**src/hw/tms_pkg.sv**
```systemverilog
// constants and types for the 16-bit timer mode sequencer
package tms_pkg;

  // ----------------------------------------------------------------
  // count range and fixed tops
  // ----------------------------------------------------------------
  localparam int CW = 16;
  localparam logic [15:0] CNT_MAX = 16'hffff;
  localparam logic [15:0] CNT_BOTTOM = 16'h0000;
  localparam logic [15:0] TOP_FIX8 = 16'h00ff;
  localparam logic [15:0] TOP_FIX9 = 16'h01ff;
  localparam logic [15:0] TOP_FIX10 = 16'h03ff;
  localparam logic [15:0] RST_VALUE = 16'h0000;

  // ----------------------------------------------------------------
  // waveform mode codes handled here
  // ----------------------------------------------------------------
  localparam logic [3:0] WM_NORMAL = 4'h0;
  localparam logic [3:0] WM_CTC_CMPA = 4'h4;
  localparam logic [3:0] WM_FPWM_8 = 4'h5;
  localparam logic [3:0] WM_FPWM_9 = 4'h6;
  localparam logic [3:0] WM_FPWM_10 = 4'h7;
  localparam logic [3:0] WM_CTC_CAPT = 4'hc;
  localparam logic [3:0] WM_FPWM_CAPT = 4'he;
  localparam logic [3:0] WM_FPWM_CMPA = 4'hf;

  // ----------------------------------------------------------------
  // output action codes
  // ----------------------------------------------------------------
  localparam logic [1:0] ACT_NONE = 2'h0;
  localparam logic [1:0] ACT_TOGGLE = 2'h1;
  localparam logic [1:0] ACT_CLEAR = 2'h2;
  localparam logic [1:0] ACT_SET = 2'h3;

  // ----------------------------------------------------------------
  // prescaler selects and divider masks
  // ----------------------------------------------------------------
  localparam logic [2:0] PS_STOP = 3'h0;
  localparam logic [2:0] PS_DIV1 = 3'h1;
  localparam logic [2:0] PS_DIV8 = 3'h2;
  localparam logic [2:0] PS_DIV64 = 3'h3;
  localparam logic [2:0] PS_DIV256 = 3'h4;
  localparam logic [2:0] PS_DIV1024 = 3'h5;
  localparam logic [9:0] MASK_DIV8 = 10'h007;
  localparam logic [9:0] MASK_DIV64 = 10'h03f;
  localparam logic [9:0] MASK_DIV256 = 10'h0ff;
  localparam logic [9:0] MASK_DIV1024 = 10'h3ff;
  localparam logic [9:0] DIV_RST = 10'h000;

  // ----------------------------------------------------------------
  // flag vector layout
  // ----------------------------------------------------------------
  localparam int FLAG_W = 4;
  localparam int FLG_WRAP = 0;
  localparam int FLG_CMPA = 1;
  localparam int FLG_CMPB = 2;
  localparam int FLG_CAPT = 3;
  localparam logic [3:0] FLAGS_RST = 4'h0;

  // mode classes
  typedef enum logic [3:0] {
    TMS_CLS_NORMAL = 4'b0001,
    TMS_CLS_CTC = 4'b0010,
    TMS_CLS_FPWM = 4'b0100,
    TMS_CLS_OTHER = 4'b1000
  } tms_class_e;

endpackage : tms_pkg

```
**src/hw/tms_tick_if.sv**
```systemverilog
// carrier between the sequencer and its prescaler
`timescale 1ns/1ps
`default_nettype none
interface tms_tick_if;
  logic [2:0] clock_select;
  logic tick;
  modport pre (input clock_select, output tick);
  modport core (output clock_select, input tick);
endinterface : tms_tick_if
`default_nettype wire

```
**src/hw/tms_sequencer.sv**
```systemverilog
// 16-bit timer mode sequencer: normal, clear-on-match and fast pwm
`timescale 1ns/1ps
`default_nettype none

module tms_sequencer (
  input wire logic clk,
  input wire logic nrst,
  input wire logic [3:0] waveform_mode_select,
  input wire logic [1:0] channel_a_output_action,
  input wire logic [1:0] channel_b_output_action,
  input wire logic [2:0] clock_select,
  input wire logic count_write,
  input wire logic [15:0] count_write_data,
  input wire logic compare_a_write,
  input wire logic compare_b_write,
  input wire logic capture_write,
  input wire logic [15:0] write_data,
  input wire logic [3:0] flag_clear,
  input wire logic [3:0] flag_serviced,
  input wire logic pin_direction_a,
  input wire logic pin_direction_b,
  output logic [15:0] count_value,
  output logic [15:0] compare_a_value,
  output logic [15:0] compare_b_value,
  output logic [15:0] capture_value,
  output logic wrap_flag,
  output logic compare_a_flag,
  output logic compare_b_flag,
  output logic capture_flag,
  output logic wave_output_a,
  output logic wave_output_a_oe,
  output logic wave_output_b,
  output logic wave_output_b_oe,
  output logic dual_slope_mode
);

  // ----------------------------------------------------------------
  // decoding helpers
  // ----------------------------------------------------------------
  function automatic tms_pkg::tms_class_e mode_class(input logic [3:0] m);
    unique case (m)
      tms_pkg::WM_NORMAL: mode_class = tms_pkg::TMS_CLS_NORMAL;
      tms_pkg::WM_CTC_CMPA, tms_pkg::WM_CTC_CAPT: mode_class = tms_pkg::TMS_CLS_CTC;
      tms_pkg::WM_FPWM_8, tms_pkg::WM_FPWM_9, tms_pkg::WM_FPWM_10,
      tms_pkg::WM_FPWM_CAPT, tms_pkg::WM_FPWM_CMPA: mode_class = tms_pkg::TMS_CLS_FPWM;
      default: mode_class = tms_pkg::TMS_CLS_OTHER;
    endcase
  endfunction : mode_class

  // top value per mode; capture and compare a tops are live registers
  function automatic logic [15:0] top_of(input logic [3:0] m, input logic [15:0] cmpa,
                                         input logic [15:0] capt);
    unique case (m)
      tms_pkg::WM_CTC_CMPA, tms_pkg::WM_FPWM_CMPA: top_of = cmpa;
      tms_pkg::WM_CTC_CAPT, tms_pkg::WM_FPWM_CAPT: top_of = capt;
      tms_pkg::WM_FPWM_8: top_of = tms_pkg::TOP_FIX8;
      tms_pkg::WM_FPWM_9: top_of = tms_pkg::TOP_FIX9;
      tms_pkg::WM_FPWM_10: top_of = tms_pkg::TOP_FIX10;
      default: top_of = tms_pkg::CNT_MAX;
    endcase
  endfunction : top_of

  // next output level of one channel from its action and this tick's events
  function automatic logic wave_next(input tms_pkg::tms_class_e cls, input logic [1:0] act,
                                     input logic match, input logic leave_top,
                                     input logic may_toggle, input logic cur);
    wave_next = cur;
    if (cls == tms_pkg::TMS_CLS_FPWM) begin
      // match wins over leaving top so compare equal to top holds a level
      if (act == tms_pkg::ACT_CLEAR) begin
        if (match) wave_next = 1'b1;
        else if (leave_top) wave_next = 1'b0;
      end else if (act == tms_pkg::ACT_SET) begin
        if (match) wave_next = 1'b0;
        else if (leave_top) wave_next = 1'b1;
      end else if (act == tms_pkg::ACT_TOGGLE && may_toggle && match) begin
        wave_next = ~cur;
      end
    end else if (cls != tms_pkg::TMS_CLS_OTHER && match) begin
      unique case (act)
        tms_pkg::ACT_TOGGLE: wave_next = ~cur;
        tms_pkg::ACT_CLEAR: wave_next = 1'b0;
        tms_pkg::ACT_SET: wave_next = 1'b1;
        default: wave_next = cur;
      endcase
    end
  endfunction : wave_next

  // ----------------------------------------------------------------
  // prescaler
  // ----------------------------------------------------------------
  tms_tick_if tk ();
  assign tk.clock_select = clock_select;

  tms_prescaler u_prescaler (
    .clk(clk),
    .nrst(nrst),
    .tk(tk)
  );

  // ----------------------------------------------------------------
  // state
  // ----------------------------------------------------------------
  logic [15:0] count_q;
  logic [15:0] count_d;
  logic [15:0] cmpa_q;
  logic [15:0] cmpa_buf_q;
  logic [15:0] cmpb_q;
  logic [15:0] cmpb_buf_q;
  logic [15:0] capt_q;
  logic block_q;
  logic [3:0] flags_q;
  logic [3:0] flags_set;
  logic wave_a_q;
  logic wave_b_q;
  logic pin_a_q;
  logic pin_a_oe_q;
  logic pin_b_q;
  logic pin_b_oe_q;
  logic dual_q;

  // ----------------------------------------------------------------
  // event decode
  // ----------------------------------------------------------------
  tms_pkg::tms_class_e cls;
  logic [15:0] top_w;
  logic [15:0] wr_masked;
  logic run;
  logic fixed_top;
  logic top_hit;
  logic match_a;
  logic match_b;
  logic wrap_evt;
  logic top_is_capt;
  logic top_is_cmpa;

  // dual-slope codes leave the count untouched here
  assign cls = mode_class(waveform_mode_select);
  assign top_w = top_of(waveform_mode_select, cmpa_q, capt_q);
  assign run = tk.tick && (cls != tms_pkg::TMS_CLS_OTHER);
  assign fixed_top = (waveform_mode_select == tms_pkg::WM_FPWM_8) ||
                     (waveform_mode_select == tms_pkg::WM_FPWM_9) ||
                     (waveform_mode_select == tms_pkg::WM_FPWM_10);
  assign top_is_capt = (waveform_mode_select == tms_pkg::WM_CTC_CAPT) ||
                       (waveform_mode_select == tms_pkg::WM_FPWM_CAPT);
  assign top_is_cmpa = (waveform_mode_select == tms_pkg::WM_CTC_CMPA) ||
                       (waveform_mode_select == tms_pkg::WM_FPWM_CMPA);

  // a blocked tick also skips the top clear, so the count runs on to max
  assign match_a = run && !block_q && (count_q == cmpa_q);
  assign match_b = run && !block_q && (count_q == cmpb_q);
  assign top_hit = run && !block_q && (cls != tms_pkg::TMS_CLS_NORMAL) &&
                   (count_q == top_w);
  assign wrap_evt = (cls == tms_pkg::TMS_CLS_FPWM) ? top_hit :
                    (run && (count_q == tms_pkg::CNT_MAX));
  assign wr_masked = fixed_top ? (write_data & top_w) : write_data;

  // ----------------------------------------------------------------
  // counter
  // ----------------------------------------------------------------
  // a software write wins over the tick in the same cycle
  always_comb begin
    count_d = count_q;
    if (count_write) begin
      count_d = count_write_data;
    end else if (run) begin
      count_d = top_hit ? tms_pkg::CNT_BOTTOM : (count_q + 16'h0001);
    end
  end

  always_ff @(posedge clk) begin
    if (!nrst) begin
      count_q <= tms_pkg::RST_VALUE;
    end else begin
      count_q <= count_d;
    end
  end

  // match block lasts until the next timer clock, however late it comes
  always_ff @(posedge clk) begin
    if (!nrst) begin
      block_q <= 1'b0;
    end else if (count_write) begin
      block_q <= 1'b1;
    end else if (tk.tick) begin
      block_q <= 1'b0;
    end
  end

  // ----------------------------------------------------------------
  // compare and capture registers
  // ----------------------------------------------------------------
  // non-pwm writes go straight through; pwm writes wait in the buffer
  always_ff @(posedge clk) begin
    if (!nrst) begin
      cmpa_q <= tms_pkg::RST_VALUE;
      cmpa_buf_q <= tms_pkg::RST_VALUE;
    end else begin
      if (compare_a_write) begin
        cmpa_buf_q <= wr_masked;
      end
      if (compare_a_write && (cls == tms_pkg::TMS_CLS_NORMAL || cls == tms_pkg::TMS_CLS_CTC)) begin
        cmpa_q <= wr_masked;
      end else if (top_hit && cls == tms_pkg::TMS_CLS_FPWM) begin
        cmpa_q <= cmpa_buf_q;
      end
    end
  end

  always_ff @(posedge clk) begin
    if (!nrst) begin
      cmpb_q <= tms_pkg::RST_VALUE;
      cmpb_buf_q <= tms_pkg::RST_VALUE;
    end else begin
      if (compare_b_write) begin
        cmpb_buf_q <= wr_masked;
      end
      if (compare_b_write && (cls == tms_pkg::TMS_CLS_NORMAL || cls == tms_pkg::TMS_CLS_CTC)) begin
        cmpb_q <= wr_masked;
      end else if (top_hit && cls == tms_pkg::TMS_CLS_FPWM) begin
        cmpb_q <= cmpb_buf_q;
      end
    end
  end

  // capture as top is never buffered
  always_ff @(posedge clk) begin
    if (!nrst) begin
      capt_q <= tms_pkg::RST_VALUE;
    end else if (capture_write) begin
      capt_q <= write_data;
    end
  end

  // ----------------------------------------------------------------
  // flags
  // ----------------------------------------------------------------
  always_comb begin
    flags_set = tms_pkg::FLAGS_RST;
    flags_set[tms_pkg::FLG_WRAP] = wrap_evt;
    flags_set[tms_pkg::FLG_CMPA] = match_a || (top_hit && top_is_cmpa);
    flags_set[tms_pkg::FLG_CMPB] = match_b;
    flags_set[tms_pkg::FLG_CAPT] = top_hit && top_is_capt;
  end

  // set wins over a clear or service in the same cycle
  always_ff @(posedge clk) begin
    if (!nrst) begin
      flags_q <= tms_pkg::FLAGS_RST;
    end else begin
      flags_q <= (flags_q & ~(flag_clear | flag_serviced)) | flags_set;
    end
  end

  // ----------------------------------------------------------------
  // wave outputs and pins
  // ----------------------------------------------------------------
  always_ff @(posedge clk) begin
    if (!nrst) begin
      wave_a_q <= 1'b0;
      wave_b_q <= 1'b0;
    end else begin
      wave_a_q <= wave_next(cls, channel_a_output_action, match_a, top_hit,
                            waveform_mode_select == tms_pkg::WM_FPWM_CMPA, wave_a_q);
      wave_b_q <= wave_next(cls, channel_b_output_action, match_b, top_hit, 1'b0, wave_b_q);
    end
  end

  // pins lag the internal level by one clock; direction gates the drive
  always_ff @(posedge clk) begin
    if (!nrst) begin
      pin_a_q <= 1'b0;
      pin_a_oe_q <= 1'b0;
      pin_b_q <= 1'b0;
      pin_b_oe_q <= 1'b0;
      dual_q <= 1'b0;
    end else begin
      pin_a_q <= wave_a_q && pin_direction_a;
      pin_a_oe_q <= pin_direction_a;
      pin_b_q <= wave_b_q && pin_direction_b;
      pin_b_oe_q <= pin_direction_b;
      dual_q <= (cls == tms_pkg::TMS_CLS_OTHER);
    end
  end

  assign count_value = count_q;
  assign compare_a_value = cmpa_q;
  assign compare_b_value = cmpb_q;
  assign capture_value = capt_q;
  assign wrap_flag = flags_q[tms_pkg::FLG_WRAP];
  assign compare_a_flag = flags_q[tms_pkg::FLG_CMPA];
  assign compare_b_flag = flags_q[tms_pkg::FLG_CMPB];
  assign capture_flag = flags_q[tms_pkg::FLG_CAPT];
  assign wave_output_a = pin_a_q;
  assign wave_output_a_oe = pin_a_oe_q;
  assign wave_output_b = pin_b_q;
  assign wave_output_b_oe = pin_b_oe_q;
  assign dual_slope_mode = dual_q;

  // ----------------------------------------------------------------
  // checks
  // ----------------------------------------------------------------
  a_normal_rollover:
    assert property (@(posedge clk) disable iff (!nrst)
      (run && cls == tms_pkg::TMS_CLS_NORMAL && count_q == tms_pkg::CNT_MAX && !count_write)
      |=> (count_q == tms_pkg::CNT_BOTTOM) && wrap_flag)
    else $error("normal mode did not roll over with wrap flag");

  a_ctc_top_clear:
    assert property (@(posedge clk) disable iff (!nrst)
      (top_hit && cls == tms_pkg::TMS_CLS_CTC && !count_write)
      |=> (count_q == tms_pkg::CNT_BOTTOM))
    else $error("clear-on-match did not clear at top");

  a_capt_top_flag:
    assert property (@(posedge clk) disable iff (!nrst)
      (top_hit && top_is_capt) |=> capture_flag)
    else $error("capture flag missing at top");

  a_pwm_fixed_top:
    assert property (@(posedge clk) disable iff (!nrst)
      (run && !block_q && waveform_mode_select == tms_pkg::WM_FPWM_9 &&
       count_q == tms_pkg::TOP_FIX9 && !count_write)
      |=> (count_q == tms_pkg::CNT_BOTTOM) && wrap_flag)
    else $error("9-bit fast pwm did not clear at fixed top");

  a_fixed_mask:
    assert property (@(posedge clk) disable iff (!nrst)
      (compare_b_write && fixed_top) |=> ((cmpb_buf_q & ~$past(top_w)) == tms_pkg::CNT_BOTTOM))
    else $error("compare write not masked in fixed top mode");

  a_buffer_load:
    assert property (@(posedge clk) disable iff (!nrst)
      (top_hit && cls == tms_pkg::TMS_CLS_FPWM) |=> (cmpa_q == $past(cmpa_buf_q)) && wrap_flag)
    else $error("compare a buffer not loaded at top");

  a_ctc_toggle:
    assert property (@(posedge clk) disable iff (!nrst)
      (match_a && cls == tms_pkg::TMS_CLS_CTC && channel_a_output_action == tms_pkg::ACT_TOGGLE)
      |=> (wave_a_q != $past(wave_a_q)) ##1
          (pin_a_q == ($past(wave_a_q) && $past(pin_direction_a))))
    else $error("channel a did not toggle on match");

  a_pin_gating:
    assert property (@(posedge clk) disable iff (!nrst)
      !pin_direction_a |=> !wave_output_a && !wave_output_a_oe)
    else $error("pin driven while direction is input");

  a_match_block:
    assert property (@(posedge clk) disable iff (!nrst)
      (count_write ##1 (!count_write && !tk.tick) [*2] ##1 tk.tick)
      |=> !$rose(compare_b_flag))
    else $error("compare match not blocked after count write");

  a_match_flag:
    assert property (@(posedge clk) disable iff (!nrst)
      match_b |=> compare_b_flag)
    else $error("compare b flag not set after match");

  a_wrap_service:
    assert property (@(posedge clk) disable iff (!nrst)
      (flag_serviced[tms_pkg::FLG_WRAP] && !wrap_evt) |=> !wrap_flag)
    else $error("wrap flag not cleared by service");

  a_pwm_noninv:
    assert property (@(posedge clk) disable iff (!nrst)
      (top_hit && !match_a && cls == tms_pkg::TMS_CLS_FPWM &&
       channel_a_output_action == tms_pkg::ACT_CLEAR) |=> !wave_a_q)
    else $error("non-inverting output not cleared leaving top");

endmodule : tms_sequencer
`default_nettype wire

```
**src/hw/tms_prescaler.sv**
```systemverilog
// timer clock enable divider for the mode sequencer
`timescale 1ns/1ps
`default_nettype none
module tms_prescaler (
  input wire logic clk,
  input wire logic nrst,
  tms_tick_if.pre tk
);

  // ----------------------------------------------------------------
  // free-running divider
  // ----------------------------------------------------------------
  logic [9:0] div_q;
  logic [9:0] div_d;

  // shared by all taps so a select change never restarts the count
  always_comb begin
    div_d = div_q + 10'h001;
  end

  always_ff @(posedge clk) begin
    if (!nrst) begin
      div_q <= tms_pkg::DIV_RST;
    end else begin
      div_q <= div_d;
    end
  end

  // one-cycle enable per divided period; unknown selects stop the timer
  always_comb begin
    unique case (tk.clock_select)
      tms_pkg::PS_DIV1: tk.tick = nrst;
      tms_pkg::PS_DIV8: tk.tick = nrst && ((div_q & tms_pkg::MASK_DIV8) == tms_pkg::MASK_DIV8);
      tms_pkg::PS_DIV64: tk.tick = nrst && ((div_q & tms_pkg::MASK_DIV64) == tms_pkg::MASK_DIV64);
      tms_pkg::PS_DIV256: tk.tick = nrst && ((div_q & tms_pkg::MASK_DIV256) == tms_pkg::MASK_DIV256);
      tms_pkg::PS_DIV1024: tk.tick = nrst && (div_q == tms_pkg::MASK_DIV1024);
      default: tk.tick = 1'b0;
    endcase
  end

endmodule : tms_prescaler
`default_nettype wire

```
**config.mk**
```make
export PLATFORM = sky130hd
export DESIGN_NAME = tms_sequencer
export DESIGN_NICKNAME = d
export VERILOG_FILES = /design/src/hw/tms_pkg.sv /design/src/hw/tms_tick_if.sv /design/src/hw/tms_sequencer.sv /design/src/hw/tms_prescaler.sv
export SDC_FILE = /design/constraint.sdc
export NUM_CORES = 1
export LEC_CHECK = 0
export BUFFER_PORTS_ARGS = -buffer_cell sky130_fd_sc_hd__buf_2
export CAP_MARGIN = 20
export CORE_ASPECT_RATIO = 0.5
export CORE_MARGIN = 2
export CORE_UTILIZATION = 40
export CTS_CLUSTER_DIAMETER = 80
export CTS_CLUSTER_SIZE = 10
export DETAILED_ROUTE_END_ITERATION = 8
export HOLD_SLACK_MARGIN = 0.1
export PLACE_DENSITY = 0.72
export SYNTH_ARGS = -nofsm -noshare
export SYNTH_HDL_FRONTEND = slang
export SYNTH_SLANG_ARGS = --single-unit
```
**constraint.sdc**
```tcl
create_clock -name clk -period 3.8 [get_ports clk]
set_input_delay 0.76 -clock clk [delete_from_list [all_inputs] [get_ports clk]]
set_output_delay 0.76 -clock clk [all_outputs]
set_load 0.02 [all_outputs]
```
Word level (Yosys, flattened, before mapping)
Memories as Yosys holds them, arrays and structs flattened.
Index checks and enable logic that the tools add are counted.
- register bits after elaboration: 118
- memory bits (read-only): 64
- logic and storage cells: 135
- memories kept: 1
- memory list (memory ; depth ; bits a word ; read ports ; clocked after Yosys merged registers in ; wr ports ; RTL line ; source):
    (no name shown) ; 16 ; 4 ; 1 ; 0 ; 0 ; tms_sequencer.sv:41 ; unique case (m)
- add/sub/neg operators: 2
- eq/ne operators: 38
- multiplexer cells: 30
- bitwise gates (word level): 7
- reduce and logical (&&, ||, !) cells: 41
- operators with widths (operator ; count):
    16-bit 2-to-1 mux ; 8
    16-bit one-hot mux with 5 select lines ; 1
    16-bit == test ; 3
    4-bit != test, second input constant ; 6
    1-bit logical AND ; 22
    4-bit by 3-bit == test with 1-bit output, second input constant ; 5
    1-bit 2-to-1 mux ; 18
    16-bit by 1-bit adder with 16-bit output, second input constant ; 1
    16-bit bitwise AND ; 1
    16-bit == test, second input constant ; 1
    4-bit == test, second input constant ; 4
    2-bit nonzero test ; 6
    10-bit by 1-bit adder with 10-bit output, second input constant ; 1
    10-bit == test, second input constant ; 1
    5-bit AND reduction ; 2
    3-bit == test, second input constant ; 3
    2-bit == test, second input constant ; 4
    8-bit == test, second input constant ; 1
    4-bit bitwise OR ; 2
    3-bit by 2-bit == test with 1-bit output, second input constant ; 2
    6-bit == test, second input constant ; 1
    1-bit logical OR ; 6
    1-bit one-hot mux with 3 select lines ; 2
    1-bit one-hot mux with 5 select lines ; 1
    other kinds (13) ; 16

Depth between registers and ports, before layout
- depth after elaboration: 12
- gate-level depth with buffers: 12

Hierarchy
From an unflattened synthesis, not the netlist that was laid out.
- cells, all modules: 791
- area, all modules: 6482.5 um^2
- modules (own cells, without submodules) (module ; instances ; cells an instance ; area an instance (um^2) ; seq. area each (um^2)):
    tms_sequencer ; 1 ; 740 ; 6017.0 ; 2162.1
    tms_prescaler ; 1 ; 51 ; 465.4 ; 200.2

Worst setup path before layout
No wires, ideal clock.
- path type: input -> register
- start: in waveform_mode_select[3]
- end: reg cmpa_q[6] (netlist: compare_a_value[6])
- library setup time: 133 ps
- data arrival time: 2991 ps
- data required time: 3667 ps
- path slack: 676 ps
- stages: 11
- buffers on the path: 3
- cell sequence: or3_1 > buf_2 > a21oi_2 > nor2_1 > or3_1 > o211a_1 > or4_1 > clkbuf_1 > buf_2 > mux2i_1 > a21oi_1
- cells in the longest elaborated chain, start to end: 8
- elaborated cells between the ends (all ways): 30
- those cells by class: eq/ne (13); mux (3); bitwise (1); reduce/logical (12); memory (1)
- ends and longest elaborated chain (what ; RTL line ; source):
    start, declared ; tms_sequencer.sv:8 ; input wire logic [3:0] waveform_mode_select,
    memory 16 x 4 bit ; - ;
    4-bit != test ; tms_sequencer.sv:140 ; assign run = tk.tick && (cls != tms_pkg::TMS_CLS_OTHER);
    1-bit logical AND ; tms_sequencer.sv:140 ;
    1-bit logical AND (3 in a row) ; tms_sequencer.sv:152 ; assign top_hit = run && !block_q && (cls != tms_pkg::TMS_CLS_NORMAL) &&
    1-bit logical AND ; tms_sequencer.sv:204 ; end else if (top_hit && cls == tms_pkg::TMS_CLS_FPWM) begin
    2-bit nonzero test (no line) ; - ;
    end signal, assigned ; tms_sequencer.sv:196 ; cmpa_q <= tms_pkg::RST_VALUE;
    end signal, assigned ; tms_sequencer.sv:203 ; cmpa_q <= wr_masked;
    end signal, assigned ; tms_sequencer.sv:205 ; cmpa_q <= cmpa_buf_q;
    end, declared ; tms_sequencer.sv:106 ; logic [15:0] cmpa_q;
Several ways; a longest one is shown, not always the timed one.
A chain may end at the register's enable or synchronous reset.

Worst setup path after layout
- start: in waveform_mode_select[3]
- end: reg cmpa_q[11] (netlist: compare_a_value[11])
The elaborated chain is that of the path after synthesis.

==> impl_metrics.toml <==
[route]
ant_nets = 0
dr.pass1.iters = 7
vias_per_cell = 5.60
wl_per_cell_um = 17.5
drcViolationCount = 0
route.vias.total = 6037
drt-initial-drc-count = 634
wl_um = 18900

[cts]
cts_hold_buf = 0
root_buffer = "clkbuf_16"
clk_latency_ns = 0.42
cts_num_sinks = 118
clk_pin_slew_ns = 0.06
cts-htree-levels = 4
ctsResizeCount = 0
cts_buffer_depth = 2
post_cts_buffers = 0
numCtsBuffers = 17
cts_tree = "yes"

[worst_setup_path]
r2r_end = "compare_a_value[11]"
end_kind = "flip-flop"
critPathKind = "in -> reg"
arrival_ns = 3.54
required_ns = 4.10
setup.worst_path.start_class = "input pin"
crit_fanout = 36
reg2reg_from = "u_prescaler.div_q[0]"
rrSetupSlack_ns = 0.70
reg2reg_depth = 10

[floorplanning]
ios = 132
die_h_um = 92.7
die_w_um = 181
start_util_pct = 40.9
die-area_um2 = 16800
rows = 32
coreArea_um2 = 15400

[global_route]
gr-usage-all-layers_pct = 22.5
grt_overflow = 0
grt_pass1_vias = 5637
grt_pass1_wl_um = 29500
grt_max_degree = 76
antenna_found_initial = 0

[final_layout]
syn2layout_area_growth_pct = 21.8
insertedDiodeCount = 0
fill_cells = 1496
layout_commonest_cell = "buf_2"
final_cell_mix = "131 x buf_2, 118 x dfxtp_1, 99 x nor2_1"
nNetsFinal = 923
final_cells = 1078
drive_gt1_share_pct = 22.9

[sta]
tns_ns = 0
max_freq_ghz = 0.309
slew_headroom_pct = 45.6
rsz0062_at_grt = "false"
finalClockSkew_ns = 0.0125
min_period_over_period_pct = 85.2
period_minus_slack_ns = 3.24
hold_violations = 0
final-setup-viol-count = 0
slew_violations = 0
worst_pin_slew_ns = 0.816

[pwr]
leakage_uw = 0.00343
p_sw_uw = 1080
irDropWorstVdd_v = 0.000321
pwr-share-comb_pct = 15.4
p_seq_share_pct = 40.2
switching_share_pct = 30.6
pwr-share-clk_pct = 44.4
power.density_nw_per_um2 = 461
p_int_uw = 2450

[logic_synthesis]
synth_seq_cells = 118
synth_area_um2 = 6290
ys_async_sr_fraction_pct = 0
synth_cell_types = 68
synth.avg_cell_area_um2 = 8.35
yosysWarningCount = 0
synth_edf_count = 0
ys_seq_area_share_pct = 37.5
synth_nets = 815
syn_inst = 753
ys.flop_type = "dfxtp_1"

[flow_run]
maxCapViolCount = 0

[placement]
port_buffers = 131
place.gp.congestion = 0.914
dp_hpwl_um = 13800
placedCellCount = 1046

[worst_hold_path]
min_to = "flags_q[1]"
worstHoldPathCells = 2
min_from = "flags_q[1]"
hp-class = "reg -> reg"

[run_status]
status = "completed"
## cell type report
class / count / area, um^2 / share of cell area, %
Inverter: 17 / 63.8 / 0.833
Tap cell: 204 / 255 / 3.33
Clock buffer: 17 / 425 / 5.55
Sequential cell: 118 / 2360 / 30.8
Multi-Input combinational cell: 559 / 3620 / 47.2
Timing Repair Buffer: 148 / 796 / 10.4
Clock inverter: 15 / 146 / 1.91
## cells by family after synthesis
group / after synthesis / synth area share [%]
simple gates: 251 / 19.8
compound gates: 182 / 18.5
flops: 118 / 37.5
buf+inv: 76 / 4.99
mux: 72 / 11.5
xor+xnor: 51 / 7.10
fa+ha+maj: 3 / 0.597
## state kept, by name, indices dropped and copies added, names as in the netlist, 4 cells and up
register           cells
flags_q                4
cmpa_buf_q            16
cmpb_buf_q            16
count_value           16
compare_b_value       16
capture_value         16
u_prescaler.div_q     10
compare_a_value       16
## through the flow
| stage | power (uW) | util, % | hold WS, ns | instance area [um^2] | setup slack [ns] |
|---|---|---|---|---|---|
| CTS | 3550 | 49.9 | 0.457 | 7660 | 0.582 |
| detailed placement | 1980 | 46.1 | 0.449 | 7090 | 0.183 |
| floorplan | 1790 | - | 0.438 | 6290 | 0.676 |
| global route | 3660 | 49.9 | 0.501 | 7660 | 0.363 |
| global placement | 1970 | 46.1 | 0.441 | 7090 | 0.208 |
| finish | 3530 | 49.9 | 0.457 | 7660 | 0.561 |
## power groups by stage
stage               clock network, uW  registers, uW  logic, uW
floorplan                           0           1440        350
global placement                    0           1440        527
global route                     1640           1430        595
CTS                              1590           1420        543
finish                           1570           1420        544
detailed placement                  0           1440        539
## worst max path at each step
stage,end,from,slack (ns)
after floorplan,compare_a_value[6],waveform_mode_select[3],0.68
after global placement,compare_b_value[3],waveform_mode_select[3],0.21
after detailed placement,compare_b_value[8],waveform_mode_select[3],0.18
after CTS,compare_a_value[11],waveform_mode_select[3],0.58
after global routing,compare_a_value[14],waveform_mode_select[3],0.36
final,compare_a_value[11],waveform_mode_select[3],0.56
## cells in the mapped netlist (all sizes together) (3+ instances only)
| cell type | number | area share (%) |
|---|---|---|
| or3 | 7 | 0.70 |
| and3 | 15 | 1.5 |
| or2 | 6 | 0.60 |
| ha | 3 | 0.60 |
| xor2 | 10 | 1.4 |
| nand2 | 28 | 1.7 |
| o22ai | 5 | 0.50 |
| and2 | 7 | 0.70 |
| nand3 | 30 | 2.5 |
| a21oi | 57 | 4.6 |
| nand4b | 3 | 0.42 |
| o221a | 5 | 0.89 |
| clkbuf | 42 | 2.5 |
| o21a | 5 | 0.60 |
| mux2i | 72 | 11 |
| o221ai | 8 | 1.1 |
| o211a | 4 | 0.64 |
| inv | 16 | 0.95 |
| a2bb2oi | 3 | 0.42 |
| nor3 | 11 | 1.1 |
| a21boi | 3 | 0.42 |
| nor4 | 7 | 0.70 |
| nand4 | 13 | 1.3 |
| nor2 | 99 | 5.9 |
| buf | 17 | 1.5 |
| a21o | 4 | 0.48 |
| o31a | 3 | 0.42 |
| xnor2 | 41 | 5.7 |
| dfxtp | 118 | 38 |
| o211ai | 5 | 0.60 |
| nor2b | 11 | 1.1 |
| o21ai | 59 | 4.7 |
| nand2b | 5 | 0.50 |
## per-layer routing
layer / part of all wire [%] / up-vias / GRT usage (%)
li1: - / 2902 / -
met1: 46 / 2891 / 29.8
met2: 46 / 200 / 36.0
met3: 5.9 / 44 / 4.95
met4: 2.5 / 0 / 8.67
met5: 0 / - / 0
## critical path, cell delays in order
cell and delay [ns]:
buf_2 0.17, or3_1 0.48, a21oi_2 0.19, nor2_1 0.07, or3_1 0.30, o211a_1 0.21
or4_2 0.77, buf_12 0.24, mux2i_1 0.22, a21oi_1 0.10
Note: power is estimated with default switching activity, not from simulation.
